===== src/loader_link_map.svh =====
/*
 * Constants for the serial loader front end: byte codes, sync pattern
 * counts and rate limits.
 * Assumes inclusion by the design file only.
 */
`ifndef LOADER_LINK_MAP_SVH
`define LOADER_LINK_MAP_SVH

`define LL_ACK_BYTE 8'hCC
`define LL_NAK_BYTE 8'h33
`define LL_PAD_BYTE 8'h00
`define LL_LEN_MIN 8'h02
`define LL_SYNC_LAST 4'h8
`define LL_DIV_MSB 19
`define LL_DIV_LSB 4
`define LL_CNT_OVF 20
`define LL_MIN_DIV 16'h0010
`define LL_TX_BITS 4'h9
`define LL_LAST_BIT 3'h7

`endif


===== src/loader_link_pkg.sv =====
/*
 * Types shared by the serial loader front end.
 * Assumes the constant map header is on the include path.
 */
`default_nettype none
package loader_link_pkg;
	typedef enum logic [1:0] {LINK_NONE, LINK_ASYNC, LINK_SYNC} link_t;
	typedef enum {A_MEASURE, A_SKIP, A_IDLE, A_START, A_DATA, A_STOP} async_t;
	typedef enum {P_PAD, P_SUM, P_DATA} pkt_t;
	typedef struct packed {
		logic valid;
		logic last;
		logic [7:0] data;
	} beat_t;
endpackage : loader_link_pkg
`default_nettype wire


===== src/serial_boot_loader_link.sv =====
/*
 * Serial loader front end: async port with rate detection, sync slave port,
 * interface lock, packet framing, checksum and ACK/NAK reply.
 * Assumes clk_sys is the crystal clock and all pins are synchronous to it.
 */
`timescale 1ns/1ps
`default_nettype none
`include "loader_link_map.svh"
// Overview of operation
// - same byte stream and packet protocol accepted from async or sync port.
// - first interface used locks out the other until reset.
// - async characters are one start, eight data, no parity, one stop.
// - async divider never set below sixteen clocks per bit.
// - sync pattern edges timed on crystal clock set the async divider.
// - after good detection send one 0xCC at the new rate.
// - all timing derives from the crystal clock, no PLL.
// - sync port is fixed clock polarity one, clock phase one.
// - host is sync master and supplies clock; no detection there.
// - packet is length byte, sum byte, then data; sum is mod 256.
// - reply 0xCC for a good packet, 0x33 for a faulty one.
// - zero bytes before the first non-zero byte are dropped.
module serial_boot_loader_link (
	input wire logic clk_sys, // crystal clock
	input wire logic rst, // async reset, high
	input wire logic uartRx, // async receive line
	output var logic uartTx, // async transmit line
	input wire logic ssiClk, // sync clock from host
	input wire logic ssiFss_n, // sync frame select, low
	input wire logic ssiMosi, // sync data from host
	output var logic ssiMiso, // sync data to host
	output var logic ssiMisoOe, // miso drive enable
	output var loader_link_pkg::link_t linkSel, // locked interface
	output var logic [15:0] rateDivisor, // clocks per async bit
	output var loader_link_pkg::beat_t dataOut, // packet data bytes
	output var logic pktDone, // packet end pulse
	output var logic pktGood // last packet sum ok
);
	// ****************************************************************
	// line edges and rate measurement
	// ****************************************************************
	logic uartPrev, ssiClkPrev;
	logic [3:0] syncFalls;
	logic [20:0] syncCount;
	loader_link_pkg::async_t aState;
	logic [17:0] aTimer;
	logic [2:0] aBit;
	logic [7:0] aShift;
	logic asyncByte;
	logic txBusy;
	logic [3:0] txLeft;
	logic [15:0] txTimer;
	logic [8:0] txShift;
	logic [2:0] sBit;
	logic [7:0] sRxShift, sTxShift, ssiData, ssiPendByte;
	logic ssiByte, ssiPend, replyReq;
	logic [7:0] replyByte;
	loader_link_pkg::pkt_t pState;
	logic [7:0] pLeft, pSum, pExp;

	wire logic uartFall = uartPrev & ~uartRx;
	wire logic ssiRise = ~ssiClkPrev & ssiClk;
	wire logic ssiFall = ssiClkPrev & ~ssiClk;
	wire logic ssiActive = ~ssiFss_n && linkSel != loader_link_pkg::LINK_ASYNC;
	wire logic [20:0] syncNext = syncCount + 21'h0_0001;
	wire logic [15:0] newDiv = syncNext[`LL_DIV_MSB:`LL_DIV_LSB];
	// ninth falling edge closes sixteen bit times of the pattern
	wire logic syncOk = aState == loader_link_pkg::A_MEASURE
		&& linkSel == loader_link_pkg::LINK_NONE && uartFall
		&& syncFalls == `LL_SYNC_LAST && !syncNext[`LL_CNT_OVF]
		&& newDiv >= `LL_MIN_DIV;
	wire logic [17:0] skipLen = {1'b0, newDiv, 1'b0} + {2'b00, newDiv} + {3'b000, newDiv[15:1]};
	wire logic [17:0] bitLen = {2'b00, rateDivisor - 16'h0001};
	wire logic ssiDone = ssiActive && ssiRise && sBit == `LL_LAST_BIT;
	wire logic inValid = (asyncByte && linkSel == loader_link_pkg::LINK_ASYNC) || ssiByte;
	wire logic [7:0] inData = ssiByte ? ssiData : aShift;

	// edge history, idle levels after reset
	always_ff @(posedge clk_sys or posedge rst) begin
		if (rst) begin
			uartPrev <= 1'b1;
			ssiClkPrev <= 1'b1;
		end else begin
			uartPrev <= uartRx;
			ssiClkPrev <= ssiClk;
		end
	end

	// interface lock, released only by reset
	always_ff @(posedge clk_sys or posedge rst) begin
		if (rst) begin
			linkSel <= loader_link_pkg::LINK_NONE;
		end else if (linkSel == loader_link_pkg::LINK_NONE) begin
			if (syncOk) begin
				linkSel <= loader_link_pkg::LINK_ASYNC;
			end else if (ssiDone) begin
				linkSel <= loader_link_pkg::LINK_SYNC;
			end
		end
	end

	// ****************************************************************
	// async receiver with pattern measurement
	// ****************************************************************
	always_ff @(posedge clk_sys or posedge rst) begin
		if (rst) begin
			aState <= loader_link_pkg::A_MEASURE;
			syncFalls <= 4'h0;
			syncCount <= 21'h0_0000;
			aTimer <= 18'h0_0000;
			aBit <= 3'h0;
			aShift <= 8'h00;
			asyncByte <= 1'b0;
			rateDivisor <= 16'h0000;
		end else begin
			asyncByte <= 1'b0;
			unique case (aState)
			loader_link_pkg::A_MEASURE: begin
				if (linkSel != loader_link_pkg::LINK_NONE) begin
					syncFalls <= 4'h0;
				end else if (uartFall) begin
					if (syncFalls == 4'h0) begin
						syncFalls <= 4'h1;
						syncCount <= 21'h0_0000;
					end else if (syncOk) begin
						rateDivisor <= newDiv;
						aTimer <= skipLen;
						aState <= loader_link_pkg::A_SKIP;
					end else if (syncFalls == `LL_SYNC_LAST) begin
						syncFalls <= 4'h0;
					end else begin
						syncFalls <= syncFalls + 4'h1;
						syncCount <= syncNext;
					end
				end else if (syncFalls != 4'h0) begin
					syncCount <= syncNext;
					if (syncNext[`LL_CNT_OVF]) begin
						syncFalls <= 4'h0;
					end
				end
			end
			loader_link_pkg::A_SKIP: begin
				// ride out the tail of the second pattern byte
				aTimer <= aTimer - 18'h0_0001;
				if (aTimer == 18'h0_0000) begin
					aState <= loader_link_pkg::A_IDLE;
				end
			end
			loader_link_pkg::A_IDLE: begin
				if (uartFall) begin
					aTimer <= {3'b000, rateDivisor[15:1]};
					aState <= loader_link_pkg::A_START;
				end
			end
			loader_link_pkg::A_START: begin
				aTimer <= aTimer - 18'h0_0001;
				if (aTimer == 18'h0_0000) begin
					aTimer <= bitLen;
					aBit <= 3'h0;
					aState <= uartRx ? loader_link_pkg::A_IDLE : loader_link_pkg::A_DATA;
				end
			end
			loader_link_pkg::A_DATA: begin
				aTimer <= aTimer - 18'h0_0001;
				if (aTimer == 18'h0_0000) begin
					aShift <= {uartRx, aShift[7:1]};
					aBit <= aBit + 3'h1;
					aTimer <= bitLen;
					if (aBit == `LL_LAST_BIT) begin
						aState <= loader_link_pkg::A_STOP;
					end
				end
			end
			loader_link_pkg::A_STOP: begin
				aTimer <= aTimer - 18'h0_0001;
				if (aTimer == 18'h0_0000) begin
					asyncByte <= uartRx;
					aState <= loader_link_pkg::A_IDLE;
				end
			end
			endcase
		end
	end

	// ****************************************************************
	// async transmitter
	// ****************************************************************
	always_ff @(posedge clk_sys or posedge rst) begin
		if (rst) begin
			uartTx <= 1'b1;
			txBusy <= 1'b0;
			txLeft <= 4'h0;
			txTimer <= 16'h0000;
			txShift <= 9'h1FF;
		end else if (syncOk || (replyReq && linkSel == loader_link_pkg::LINK_ASYNC)) begin
			uartTx <= 1'b0;
			txBusy <= 1'b1;
			txLeft <= `LL_TX_BITS;
			txTimer <= (syncOk ? newDiv : rateDivisor) - 16'h0001;
			txShift <= {1'b1, syncOk ? `LL_ACK_BYTE : replyByte};
		end else if (txBusy) begin
			txTimer <= txTimer - 16'h0001;
			if (txTimer == 16'h0000) begin
				txTimer <= rateDivisor - 16'h0001;
				if (txLeft != 4'h0) begin
					uartTx <= txShift[0];
					txShift <= {1'b1, txShift[8:1]};
					txLeft <= txLeft - 4'h1;
				end else begin
					txBusy <= 1'b0;
				end
			end
		end
	end

	// ****************************************************************
	// sync slave port, host clocked
	// ****************************************************************
	// sample on rising, drive on falling, idle clock high
	always_ff @(posedge clk_sys or posedge rst) begin
		if (rst) begin
			sBit <= 3'h0;
			sRxShift <= 8'h00;
			sTxShift <= 8'h00;
			ssiMiso <= 1'b0;
			ssiMisoOe <= 1'b0;
			ssiByte <= 1'b0;
			ssiData <= 8'h00;
			ssiPend <= 1'b0;
			ssiPendByte <= 8'h00;
		end else begin
			ssiMisoOe <= ssiActive;
			ssiByte <= ssiDone && !syncOk;
			if (!ssiActive) begin
				sBit <= 3'h0;
			end else if (ssiRise) begin
				sRxShift <= {sRxShift[6:0], ssiMosi};
				sBit <= sBit + 3'h1;
				if (sBit == `LL_LAST_BIT) begin
					ssiData <= {sRxShift[6:0], ssiMosi};
				end
			end else if (ssiFall) begin
				if (sBit == 3'h0) begin
					ssiMiso <= ssiPend ? ssiPendByte[7] : 1'b0;
					sTxShift <= ssiPend ? {ssiPendByte[6:0], 1'b0} : `LL_PAD_BYTE;
					ssiPend <= 1'b0;
				end else begin
					ssiMiso <= sTxShift[7];
					sTxShift <= {sTxShift[6:0], 1'b0};
				end
			end
			if (replyReq && linkSel == loader_link_pkg::LINK_SYNC) begin
				ssiPend <= 1'b1;
				ssiPendByte <= replyByte;
			end
		end
	end

	// ****************************************************************
	// packet framing and reply
	// ****************************************************************
	always_ff @(posedge clk_sys or posedge rst) begin
		if (rst) begin
			pState <= loader_link_pkg::P_PAD;
			pLeft <= 8'h00;
			pSum <= 8'h00;
			pExp <= 8'h00;
			dataOut <= '0;
			pktDone <= 1'b0;
			pktGood <= 1'b0;
			replyReq <= 1'b0;
			replyByte <= `LL_NAK_BYTE;
		end else begin
			dataOut.valid <= 1'b0;
			pktDone <= 1'b0;
			replyReq <= 1'b0;
			if (inValid) begin
				unique case (pState)
				loader_link_pkg::P_PAD: begin
					pSum <= 8'h00;
					if (inData != `LL_PAD_BYTE && inData < `LL_LEN_MIN) begin
						pktDone <= 1'b1;
						pktGood <= 1'b0;
						replyReq <= 1'b1;
						replyByte <= `LL_NAK_BYTE;
					end else if (inData != `LL_PAD_BYTE) begin
						pLeft <= inData - `LL_LEN_MIN;
						pState <= loader_link_pkg::P_SUM;
					end
				end
				loader_link_pkg::P_SUM: begin
					pExp <= inData;
					if (pLeft == 8'h00) begin
						pktDone <= 1'b1;
						pktGood <= inData == 8'h00;
						replyReq <= 1'b1;
						replyByte <= inData == 8'h00 ? `LL_ACK_BYTE : `LL_NAK_BYTE;
						pState <= loader_link_pkg::P_PAD;
					end else begin
						pState <= loader_link_pkg::P_DATA;
					end
				end
				loader_link_pkg::P_DATA: begin
					dataOut <= '{valid: 1'b1, last: pLeft == 8'h01, data: inData};
					pSum <= pSum + inData;
					pLeft <= pLeft - 8'h01;
					if (pLeft == 8'h01) begin
						pktDone <= 1'b1;
						pktGood <= 8'(pSum + inData) == pExp;
						replyReq <= 1'b1;
						replyByte <= 8'(pSum + inData) == pExp ? `LL_ACK_BYTE : `LL_NAK_BYTE;
						pState <= loader_link_pkg::P_PAD;
					end
				end
				endcase
			end
		end
	end

	// ****************************************************************
	// checks
	// ****************************************************************
	chk_tx_quiet_idle: assert property (@(posedge clk_sys) disable iff (rst)
		!txBusy |-> uartTx) else $error("async line not idle high");
	chk_lock_held: assert property (@(posedge clk_sys) disable iff (rst)
		linkSel != loader_link_pkg::LINK_NONE |=> $stable(linkSel)) else $error("lock changed");
	chk_miso_locked_out: assert property (@(posedge clk_sys) disable iff (rst)
		linkSel == loader_link_pkg::LINK_ASYNC |=> !ssiMisoOe [*2]) else $error("miso driven");
	chk_div_floor: assert property (@(posedge clk_sys) disable iff (rst)
		$changed(rateDivisor) |-> rateDivisor >= `LL_MIN_DIV) else $error("divider too small");
	chk_sync_ack_sent: assert property (@(posedge clk_sys) disable iff (rst)
		syncOk |=> txBusy && !uartTx && txShift[7:0] == `LL_ACK_BYTE
			&& rateDivisor == $past(newDiv)) else $error("sync ack not started");
	chk_stop_bit_end: assert property (@(posedge clk_sys) disable iff (rst)
		txBusy && txLeft == 4'h0 && txTimer == 16'h0000 && !replyReq |=> !txBusy && uartTx)
		else $error("frame not ended by stop");
	chk_reply_code: assert property (@(posedge clk_sys) disable iff (rst)
		pktDone |-> replyReq && ((replyByte == `LL_ACK_BYTE) == pktGood)) else $error("bad reply");
	chk_pad_dropped: assert property (@(posedge clk_sys) disable iff (rst)
		pState == loader_link_pkg::P_PAD && inValid && inData == `LL_PAD_BYTE
		|=> pState == loader_link_pkg::P_PAD && !pktDone && !dataOut.valid)
		else $error("pad byte taken");
	chk_sum_result: assert property (@(posedge clk_sys) disable iff (rst)
		pState == loader_link_pkg::P_DATA && inValid && pLeft == 8'h01
		|=> pktDone && pktGood == (8'($past(pSum) + $past(inData)) == $past(pExp)))
		else $error("checksum verdict wrong");
	chk_ssi_sample_rise: assert property (@(posedge clk_sys) disable iff (rst)
		ssiActive && ssiRise |=> sRxShift[0] == $past(ssiMosi)) else $error("mosi not sampled");
endmodule : serial_boot_loader_link
`default_nettype wire


===== config.mk =====
export PLATFORM = sky130hd
export DESIGN_NAME = serial_boot_loader_link
export DESIGN_NICKNAME = d
export VERILOG_FILES = /design/src/loader_link_pkg.sv /design/src/serial_boot_loader_link.sv
export VERILOG_INCLUDE_DIRS = /design/src
export SDC_FILE = /design/constraint.sdc
export NUM_CORES = 1
export LEC_CHECK = 0
export ABC_CLOCK_PERIOD_IN_PS = 6870
export BUFFER_PORTS_ARGS = -buffer_cell sky130_fd_sc_hd__buf_2
export CAP_MARGIN = 20
export CORE_UTILIZATION = 63
export CTS_CLUSTER_DIAMETER = 150
export DETAILED_ROUTE_END_ITERATION = 8
export GPL_TIMING_DRIVEN = 0
export PLACE_DENSITY = 0.82
export SYNTH_ARGS = -nofsm -noshare
export SYNTH_HDL_FRONTEND = slang
export SYNTH_SLANG_ARGS = --single-unit

===== constraint.sdc =====
create_clock -name clk_sys -period 6.87 [get_ports clk_sys]
set_input_delay 0.3435 -clock clk_sys [delete_from_list [all_inputs] [get_ports clk_sys]]
set_output_delay 0.3435 -clock clk_sys [all_outputs]
set_load 0.03 [all_outputs]

# Word level (Yosys, flattened, before mapping)
# Index checks and enable logic that the tools add are counted.
# op_classes
addsub	14
n_lt_le_gt_ge	2
n_eq_ne	34
mux	96
bitwise_logic	10
n_reduce_logical	64
# op_table
operator	n
$mux W32	12
$pmux W32 S5	1
$mux W18	6
$mux W21	5
$eq A32 B2 Y1 const B	3
$logic_not A32 Y1	3
$pmux W32 S3	1
$mux W8	11
$pmux W18 S4	1
$eq A32 B1 Y1 const B	2
$eq A32 B3 Y1 const B	2
$mux W16	4
$sub A16 B1 Y16 const B	3
$mux W4	11
$mux W9	4
$pmux W8 S2	2
$ne A2 B2 Y1 const B	14
$mux W1	24
$pmux W8 S3	1
$reduce_and A4 Y1	6
$reduce_bool A2 Y1	11
$add A21 B1 Y21 const B	1
$mux W10	2
$add A17 B16 Y18	1
42 further kinds	89
# totals
ff_bits	252
input_bits	6
wordCells	255

# Longest topological paths before layout
# Gate-level depths: netlist of the first run.
# depth
word_depth	11
depth_mapped	22

# Worst setup path before layout of the first run
# OpenSTA, ideal clock, no wires.
# synth_path
path_kind	reg-to-reg
start	register syncCount[0]
end	register txTimer[10]
t_arrival_ns	4.231
setup_slack_ns	2.562
stages_incl_launch_ff	22
n_path_buf	3
synth_period_minus_slack_ns	4.308
cell_sequence	dfrtp_1 ha_1 and3_1 clkbuf_2 nand3_1 xnor2_1 inv_1 ha_1 and3_1 o21ai_0 nand2_1 o311ai_2 a31oi_4 buf_6 buf_6 o21ai_1 ha_1 nand4_1 mux2i_1 o21ai_0 xor2_1 a21oi_1
# synth_via
elab_chain_len	7
word_cells_on_any_way	10
cone_classes	add/sub (2); order compare (1); mux (2); reduce/logical (5)
# synth_lines
item	line	rtl
start: declaration	serial_boot_loader_link.sv:43	logic [20:0] syncCount;
start signal: assignment	serial_boot_loader_link.sv:132	syncCount <= syncNext;
start signal: assignment	serial_boot_loader_link.sv:135	syncCount <= syncNext;
$add A21 B1 Y21 (*)	serial_boot_loader_link.sv:64	wire logic [20:0] syncNext = syncCount + 21'h0_0001;
parallel branches: the longest is 6 deep, another holds $ge A16 B5 Y1	--	
end signal: assignment	serial_boot_loader_link.sv:198	txTimer <= (syncOk ? newDiv : rateDivisor) - 16'h0001;
end signal: assignment	serial_boot_loader_link.sv:201	txTimer <= txTimer - 16'h0001;
end signal: assignment	serial_boot_loader_link.sv:203	txTimer <= rateDivisor - 16'h0001;
end: declaration	serial_boot_loader_link.sv:51	logic [15:0] txTimer;
# Mark *: on every way between the ends.
# A chain may end at the register's enable or synchronous reset.

# Final worst setup path of the first run
# layout_path
start	register syncCount[2]
end	register txTimer[10]
# Same word-level chain as after synthesis.

==> results.json, run 1 <==
{
  "period_needed_ps": 5560,
  "grt_usage_pct": 33.1,
  "crit_slowest_cell": "xor2_1",
  "synth_cell_types": 73,
  "cts_buffers": 17,
  "path_delay_family": "compound AO/OA/AOI/OAI gates",
  "finalWorstSetupSlack_ps": 1310,
  "cts.sinks": 178,
  "rr_startpoint": "syncCount[2]$_DFFE_PP0P_",
  "max-cap-violations": 0,
  "max_clock_freq_mhz": 180,
  "worst_pin_slew_ps": 1050,
  "vdd.ir_drop.worst_mv": 0.270,
  "r2r_cells": 19,
  "cp_num_buf_inv": 3,
  "io_pins": 39,
  "initialDrtViolationCount": 971,
  "finClkSkew_ps": 15.9,
  "ys_ff_latch": 178,
  "antenna_found_initial": 0,
  "rsz0062_at_grt": "no",
  "clk_pin_slew_worst_paths_ps": 80,
  "wl_um": 29800,
  "preCtsSetupSlack_ps": 1480,
  "cts_htree_levels": 4,
  "io_buffers": 38,
  "p_leak_nw": 5.97,
  "fin_total_pwr_mw": 2.15,
  "yosysWarnings": 0,
  "critPathLaunchType": "flip-flop",
  "critPathMaxFanout": 10,
  "ant_nets": 0,
  "syn2layout_area_growth_pct": 9.75,
  "die_x_um": 138,
  "final_common_cell": "dfrtp_1",
  "num-nets-final": 1449,
  "p_per_area_nw_per_um2": 169,
  "critPathArrivalTime_ps": 5930,
  "startpoint": "syncCount[2]$_DFFE_PP0P_",
  "dp_cells": 1580,
  "final_area_um2": 12700,
  "placed_area_um2": 12100,
  "final_cell_mix": "dfrtp_1 (166), nand2_1 (160), o21ai_0 (114)",
  "die_area_um2": 19000,
  "hold_buffers": 1,
  "drc": 0,
  "cts-resized-gates": 0,
  "n_antenna_cell": 0,
  "initial_utilization_pct": 64.4,
  "vias": 10100,
  "row_count": 49,
  "grt_max_degree": 113,
  "path_depth": 19,
  "cts_root_buffer": "clkbuf_16",
  "status": "finished clean",
  "syn_area_per_cell_um2": 8.85,
  "dr.pass1.iters": 7,
  "crit_path_max_incr_delay_ps": 700,
  "syn_area_um2": 11600,
  "clockBufferDepth": 2,
  "cpMostUsedCell": "nand4_1",
  "yosysSeqAreaShare_pct": 38.5,
  "post-cts-setup-buffer-count": 0,
  "crit_chain": "nand4_1 > nor2_1 > nand4_1 > xor2_1 > ha_1 > o21ai_0 > o211ai_1 > o311ai_2 > a31oi_4 > buf_6 > buf_6 > buf_2 > a21o_1 > ha_1 > nand4_1 > mux2i_1 > o21ai_0 > xor2_1 > a21oi_1",
  "vias_per_cell": 6.27,
  "critical_path_required_ps": 7240,
  "hold_class": "input port to flip-flop",
  "hold_violations": 0,
  "cts_tree": "built",
  "regToRegSetupSlack_ps": 1310,
  "async_flop_share_pct": 100,
  "layout-drive-gt1-share_pct": 11.0,
  "synth_edf_count": 0,
  "timing.rr.end": "txTimer[10]$_DFFE_PP0P_",
  "drv_slew": 0,
  "gp_congestion": 0.946,
  "core_area_um2": 18000,
  "grt-ovfl-total": 0,
  "final-instance-count-excl-fill": 1614,
  "relSlewSlack_pct": 29.8,
  "synthFlopType": "dfrtp_1",
  "syn_nets": 1389,
  "clk_latency_ps": 450,
  "dp_hpwl_um": 21900,
  "cp-end-kind": "flip-flop",
  "grt_pass1_vias": 9699,
  "syn_inst": 1312,
  "crit_path_end": "txTimer[10]$_DFFE_PP0P_",
  "post-route-period-util_pct": 80.9,
  "setup_viol": 0,
  "grt_pass1_wl_um": 48300,
  "avgRoutedWirePerCell_um": 18.5,
  "critical_path_class": "flip-flop to flip-flop",
  "die_y_um": 138
}
[worst register-to-register path, stage by stage, from the launching register on]
cell and delay [ps]:
dfrtp_1 430, nand4_1 280, nor2_1 380, nand4_1 170, xor2_1 700, ha_1 340
o21ai_0 140, o211ai_1 150, o311ai_2 180, a31oi_4 480, buf_6 240, buf_6 160
buf_2 240, a21o_1 180, ha_1 310, nand4_1 140, mux2i_1 440, o21ai_0 200
xor2_1 200, a21oi_1 150
[flip-flops by register name, indices dropped and copies added (netlist names), 2 cells and up]
signal and flops:
aBit 3, aShift 8, aState 3, aTimer 18
dataOut 10, linkSel 2, pExp 8, pLeft 8
pState 2, pSum 8, rateDivisor 16, replyByte 2
sBit 3, sRxShift 7, sTxShift 7, ssiData 8
ssiPendByte 2, syncCount 21, syncFalls 4, txLeft 4
txShift 8, txTimer 16
[Yosys cell counts (all sizes together), types with 3 or more instances]
master   number  area (um^2)
mux2         21          236
ha           57          713
or3          10         62.6
a22o         13          114
nand2       160          601
xor2         31          272
nor2         86          323
nand2b       12         75.1
nor4         16          121
o31ai         8         60.1
o211ai        9         67.6
inv          79          297
nor3         40          205
dfstp        12          315
buf          25          151
o21ai       123          616
a32o          4         40.0
fa           14          280
mux2i        27          270
a221o         3         30.0
nand4        18          119
o21a          6         45.0
a21o          7         52.6
o32ai         3         26.3
a211o         6         52.6
a2111oi       3         26.3
o21bai        6         45.0
and2         10         62.6
or4           3         22.5
o221ai        9         78.8
a21oi       102          522
a221oi        8         70.1
dfrtp       166         4150
and3         15         93.8
or2           9         56.3
clkbuf       30          114
a31oi         4         40.0
xnor2        55          482
a211oi        4         30.0
nor3b         7         52.6
o22ai        16          100
nor2b         7         43.8
nand3b        5         37.5
nand3        40          205
[cell type report]
cell class	count	area [um^2]
Buffer	55	265
Multi-Input combinational cell	1000	6580
Sequential cell	178	4470
Inverter	79	304
Clock buffer	18	439
Tap cell	229	287
Timing Repair Buffer	41	235
Fill cell	1412	5290
Clock inverter	14	163
[cells by family (layout without fill, tap and decap cells)]
family                   after synthesis  in the layout  share of synthesized area (%)
flip-flops                           178            178                           38.5
AO/OA/AOI/OAI                        345            345                           18.3
AND/OR/NAND/NOR                      449            449                           18.8
buffers and inverters                134            207                           4.84
multiplexers                          48             48                           4.37
adder cells (fa/ha/maj)               71             71                           8.56
XOR/XNOR                              87             87                           6.68
[power by group]
group / switching [mW] / leakage (nW) / internal [mW]
Clock: 0.490 / 0.291 / 0.499
Sequential: 0.0163 / 2.25 / 1.07
Combinational: 0.0416 / 3.43 / 0.0261
[through the flow]
stage	util, %	TNS, ps	hold slack, ps
5_1_grt	70.7	0	7.81
3_3_place_gp	67.0	-41600	457
3_5_place_dp	67.2	0	431
2_1_floorplan	-	0	348
4_1_cts	70.6	0	13.0
6_report	70.7	0	13.7
[how the worst min path moves through the flow]
stage	startpoint	to	slack, ps	cells after the start
5_1_grt	ssiClk	ssiClkPrev$_DFF_PP1_	8	1
6_report	ssiClk	ssiClkPrev$_DFF_PP1_	10	1
2_1_floorplan	ssiClk	ssiClkPrev$_DFF_PP1_	350	0
3_5_place_dp	rst	syncFalls[3]$_DFFE_PP0P_	430	2
3_3_place_gp	dataOut[1]$_DFFE_PP0P_	dataOut[1]$_DFFE_PP0P_	460	2
4_1_cts	ssiClk	ssiClkPrev$_DFF_PP1_	10	1
[layer usage]
| metal | global-route usage, % | vias to the layer above | routed length [um] |
|---|---|---|---|
| li1 | - | 4761 | - |
| met5 | 0 | - | 0 |
| met1 | 42.2 | 4852 | 12400 |
| met4 | 13.0 | 0 | 1060 |
| met2 | 56.1 | 408 | 14500 |
| met3 | 5.67 | 91 | 1870 |
Note: power is estimated with default switching activity, not from simulation.
==> run 2: changes to the inputs <==
Settings changed: ABC_CLOCK_PERIOD_IN_PS 6870 to 5710.
Clock period 6.87 ns to 5.71 ns, I/O delays scaled along.
==> run 2 against run 1 <==
Effect of this change: first-iteration DRC count rose by 9.7%; utilization rose by 0.28 points; flip-flop and latch count did not move; clock skew fell by 0.95 ps; worst hold slack improved by 4.1 ps; register-to-register slack got worse by 1000 ps; cell count barely moved; critical endpoint unchanged; highest routed layer unchanged.
==> results.json, run 2 (synthesized netlist as in run 1, its figures left out) <==
{
  "layout-drive-gt1-share_pct": 11.5,
  "drv_slew": 0,
  "worst_pin_slew_ps": 1010,
  "critical_path_class": "flip-flop to flip-flop",
  "hold_violations": 0,
  "clockBufferDepth": 2,
  "fin_hold_ws_ps": 17.9,
  "critPathArrivalTime_ps": 5770,
  "final_area_um2": 12800,
  "cts_tree": "built",
  "n_antenna_cell": 0,
  "num-nets-final": 1450,
  "initial_utilization_pct": 64.4,
  "max_clock_freq_mhz": 185,
  "post-route-period-util_pct": 94.5,
  "dp_cells": 1580,
  "gp_congestion": 0.946,
  "grt_pass1_vias": 9706,
  "status": "finished clean",
  "core_area_um2": 18000,
  "finClkSkew_ps": 14.9,
  "io_pins": 39,
  "vias": 10200,
  "vdd.ir_drop.worst_mv": 0.326,
  "cpMostUsedCell": "ha_1",
  "critPathMaxFanout": 10,
  "die_x_um": 138,
  "largest_reg_flops": 21,
  "setup_viol": 0,
  "fin_total_pwr_mw": 2.58,
  "grt-ovfl-total": 0,
  "p_leak_nw": 5.99,
  "die_area_um2": 19000,
  "avgRoutedWirePerCell_um": 18.5,
  "grt_usage_pct": 33.2,
  "setup_tns_ps": 0,
  "relSlewSlack_pct": 31.9,
  "clk_pin_slew_worst_paths_ps": 80,
  "dr.pass1.iters": 6,
  "final_cell_mix": "dfrtp_1 (166), nand2_1 (160), o21ai_0 (114)",
  "grt_pass1_wl_um": 48400,
  "ant_nets": 0,
  "initialDrtViolationCount": 1065,
  "io_buffers": 38,
  "final_common_cell": "dfrtp_1",
  "period_needed_ps": 5400,
  "crit_slowest_cell": "a31oi_4",
  "preCtsSetupSlack_ps": 318,
  "grt_max_degree": 113,
  "reg_top3": "syncCount (21), aTimer (18)",
  "final-instance-count-excl-fill": 1615,
  "wl_um": 29900,
  "cts_root_buffer": "clkbuf_16",
  "antenna_found_initial": 0,
  "die_y_um": 138,
  "vias_per_cell": 6.32,
  "largest_register": "syncCount",
  "post-cts-setup-buffer-count": 0,
  "cp-end-kind": "flip-flop",
  "cts_htree_levels": 4,
  "critical_path_required_ps": 6080,
  "syn2layout_area_growth_pct": 10.2,
  "p_per_area_nw_per_um2": 202,
  "finalWorstSetupSlack_ps": 314,
  "cts.sinks": 178,
  "crit_chain": "ha_1 > nand3_1 > nor2_1 > nand3_1 > xnor2_1 > inv_1 > ha_1 > o21ai_0 > o211ai_1 > o311ai_2 > a31oi_4 > buf_6 > buf_6 > buf_2 > a21o_1 > ha_1 > nand4_1 > mux2i_2 > o21ai_0 > xor2_1 > a21oi_1",
  "placed_area_um2": 12100,
  "crit_path_max_incr_delay_ps": 490,
  "dp_hpwl_um": 21900,
  "row_count": 49,
  "critPathLaunchType": "flip-flop",
  "clk_latency_ps": 450,
  "hold_class": "input port to flip-flop",
  "cts_buffers": 17,
  "drc": 0,
  "max-cap-violations": 0,
  "final_util_pct": 70.9
}
run 2: timing repair:
item	in CTS	in global routing
hold endpoints to repair	65	0
endpoints found under the setup margin	0	4
gates resized for setup	0	6
hold buffers	2	0
run 2: cell type report:
class | instances | area, um^2
multi-input combinational | 1000 | 6620
fill | 1400 | 5240
sequential | 178 | 4470
clock buffer | 18 | 439
inverter | 79 | 304
tap | 229 | 287
buffer | 55 | 265
timing repair buffer | 42 | 245
clock inverter | 14 | 163
run 2: report_power, final:
part | internal, mW | switching (mW)
Combinational | 0.0318 | 0.0500
Sequential | 1.29 | 0.0196
Clock | 0.600 | 0.587
Total | 1.92 | 0.657
run 2: per-layer routing:
| layer | track usage, % | vias to the layer above | share of wire (%) |
|---|---|---|---|
| met5 | 0 | - | 0 |
| met3 | 5.67 | 91 | 7.0 |
| met4 | 13.0 | 0 | 3.8 |
| li1 | - | 4767 | - |
| met2 | 56.1 | 447 | 49 |
| met1 | 42.2 | 4899 | 41 |
run 2: worst paths after layout:
| kind | from | to | slack (ps) | cells after the start |
|---|---|---|---|---|
| setup / recovery | syncCount[0]$_DFFE_PP0P_ | txTimer[10]$_DFFE_PP0P_ | 310 | 21 |
| min in group asynchronous | rst | syncCount[1]$_DFFE_PP0P_ | 440 | 3 |
| hold / removal | uartRx | uartPrev$_DFF_PP1_ | 20 | 1 |
| max in group asynchronous | rst | aTimer[16]$_DFFE_PP0P_ | 4350 | 4 |
| setup reg to reg | syncCount[0]$_DFFE_PP0P_ | txTimer[10]$_DFFE_PP0P_ | 310 | 21 |
| hold reg to reg | dataOut[5]$_DFFE_PP0P_ | dataOut[5]$_DFFE_PP0P_ | 480 | 2 |
run 2: critical path, delay by kind of cell, from the launching register on:
family | cells | cell delay (ps)
muxes | 1 | 350
xor gates and xnor gates | 2 | 440
buffers and inverters | 4 | 890
AOI/OAI and AO/OA | 7 | 1470
adders and majority gates | 3 | 800
and+or+nand+nor | 4 | 940
DFF | 1 | 430
==> run 3: changes to the inputs <==
Settings changed: RECOVER_POWER from default to 100.
==> run 3 against run 2 <==
Effect of this change: the run now ends with capacitance limit, slew limit left; critical path depth is the same; combinational power shrank 1%; via count grew 0.44%; global-route usage is the same; flip-flop and latch count is the same; cell count is the same; count of clock-buffer cells in the layout is the same; die area is the same; power is essentially flat; routed wire length grew 0.34%; clock power is essentially flat; largest cell class unchanged.
==> results.json, run 3 (synthesized netlist as in run 1, its figures left out) <==
{
  "cp-end-kind": "flip-flop",
  "num-nets-final": 1450,
  "n_antenna_cell": 0,
  "p_sw_share_pct": 25.4,
  "die_x_um": 138,
  "relSlewSlack_pct": -108,
  "antenna_found_initial": 0,
  "seq_area_um2": 4470,
  "clk_pin_slew_worst_paths_ps": 80,
  "fin_hold_ws_ps": 80.0,
  "syn2layout_area_growth_pct": 9.51,
  "grt.busiest_layer": "met2",
  "row_count": 49,
  "p_clk_share_pct": 46.0,
  "critical_path_class": "flip-flop to flip-flop",
  "hold_violations": 0,
  "ant_nets": 0,
  "clockBufferDepth": 2,
  "post-cts-setup-buffer-count": 0,
  "placed_area_um2": 12100,
  "worst_pin_slew_ps": 3100,
  "max_clock_freq_mhz": 186,
  "rr_startpoint": "syncCount[0]$_DFFE_PP0P_",
  "grtUsageMet3_pct": 5.67,
  "io_pins": 39,
  "core_area_um2": 18000,
  "final-instance-count-excl-fill": 1615,
  "avgRoutedWirePerCell_um": 18.6,
  "max-cap-violations": 1,
  "cts_htree_levels": 4,
  "cts_buffers": 17,
  "dr.pass1.iters": 6,
  "grt_pass1_wl_um": 48400,
  "cts_tree": "built",
  "hold_start": "uartRx",
  "vias": 10200,
  "p_seq_share_pct": 50.9,
  "cts.sinks": 178,
  "p_switching_mw": 0.656,
  "wl_um": 30000,
  "period_needed_ps": 5370,
  "drv_slew": 67,
  "critPathMaxFanout": 10,
  "die_y_um": 138,
  "grt_pass1_vias": 9706,
  "gp_congestion": 0.946,
  "violations": "capacitance limit, slew limit",
  "multi_input_area_um2": 6610,
  "largest_register": "syncCount",
  "vdd.ir_drop.worst_mv": 0.325,
  "finClkSkew_ps": 15.7,
  "n_fill_cell": 1430,
  "p_leak_nw": 5.81,
  "vias_per_cell": 6.35,
  "setup_viol": 0,
  "fin_total_pwr_mw": 2.58,
  "status": "finished with violations",
  "final_area_um2": 12700,
  "die_area_um2": 19000,
  "cts_root_buffer": "clkbuf_16",
  "reg_top3": "syncCount (21), aTimer (18)",
  "hold_class": "input port to flip-flop",
  "initial_utilization_pct": 64.4,
  "clk_latency_ps": 450,
  "layout-drive-gt1-share_pct": 8.08,
  "grt-ovfl-total": 0,
  "startpoint": "syncCount[0]$_DFFE_PP0P_",
  "largest_reg_flops": 21,
  "dp_hpwl_um": 21900,
  "drc": 0,
  "grt_max_degree": 113,
  "critPathLaunchType": "flip-flop",
  "comb_power_share_pct": 3.1,
  "p_per_area_nw_per_um2": 203,
  "post-route-period-util_pct": 94.1,
  "final_cell_mix": "dfrtp_1 (166), nand2_1 (160), o21ai_0 (120)",
  "dp_cells": 1580,
  "use_met2_pct": 56.1,
  "critical_path_required_ps": 6020,
  "initialDrtViolationCount": 1025,
  "final_common_cell": "dfrtp_1",
  "io_buffers": 38,
  "grt_usage_pct": 33.2,
  "p_int_mw": 1.92,
  "met1_usage_pct": 42.2,
  "critPathArrivalTime_ps": 5680,
  "final_util_pct": 70.5
}
==> run 3: cell types whose count changed in the layout (fill, tap and decap cells not counted), sizes merged <==
| cell | previous run | this run |
|---|---|---|
| inv | 85 | 84 |
| clkinvlp | 1 | 2 |
| buf | 64 | 18 |
| clkbuf | 49 | 95 |
==> run 3: path summary, 6_finish.rpt <==
check                                       endpoint  slack (ps)  cells after the start
max                          txTimer[10]$_DFFE_PP0P_         340                     21
min                               uartPrev$_DFF_PP1_          80                      1
max reg2reg                  txTimer[10]$_DFFE_PP0P_         340                     21
min reg2reg                syncCount[20]$_DFFE_PP0P_         490                      1
max in group asynchronous     aTimer[16]$_DFFE_PP0P_        3010                      4
min in group asynchronous   syncFalls[2]$_DFFE_PP0P_        1270                      3
==> run 3: worst max-delay path, stage by stage, from the launching register on <==
cell      delay [ps]
dfrtp_1          430
ha_1             220
nand3_1          230
nor2_1           310
nand3_1          240
xnor2_1          260
inv_1            250
ha_1             250
o21ai_0          140
o211ai_1         150
o311ai_2         180
a31oi_4          470
buf_6            230
buf_6            150
buf_2            240
a21o_1           180
ha_1             310
nand4_1          170
mux2i_2          340
o21ai_0          180
xor2_1           190
a21oi_1           80
==> run 3: metrics by stage <==
stage	worst slack (ps)	TNS, ps
floorplan	614	0
global placement	-1370	-224530
detailed placement	318	0
CTS	280	0
global route	-9.02	-9.02
finish	335	0
==> run 3: area by class of cell <==
cell class,instances,area share [%]
multi-input combinational,1000,52.0
sequential,178,35.2
clock buffer,18,3.46
inverter,79,2.34
tap,229,2.25
buffer,55,1.92
timing repair buffer,42,1.58
clock inverter,14,1.28
==> run 3: per-layer routing <==
layer / share of wire (%) / up-vias
li1: - / 4760
met3: 7.0 / 82
met4: 3.4 / 0
met2: 49 / 451
met5: 0 / -
met1: 41 / 4956
==> run 3: power groups by stage <==
stage          combinational [mW]  clock, mW  sequential [mW]
5_1_grt                    0.0943       1.24             1.32
3_3_place_gp               0.0772          0             1.34
4_1_cts                    0.0845       1.19             1.31
2_1_floorplan              0.0580          0             1.33
3_5_place_dp               0.0829          0             1.34
6_report                   0.0808       1.19             1.31
==> run 3: timing repair <==
item / in CTS / in global routing
gates resized for setup: 0 / 6
hold endpoints to repair: 65 / 0
setup endpoints to repair: 0 / 4
hold buffers: 2 / 0
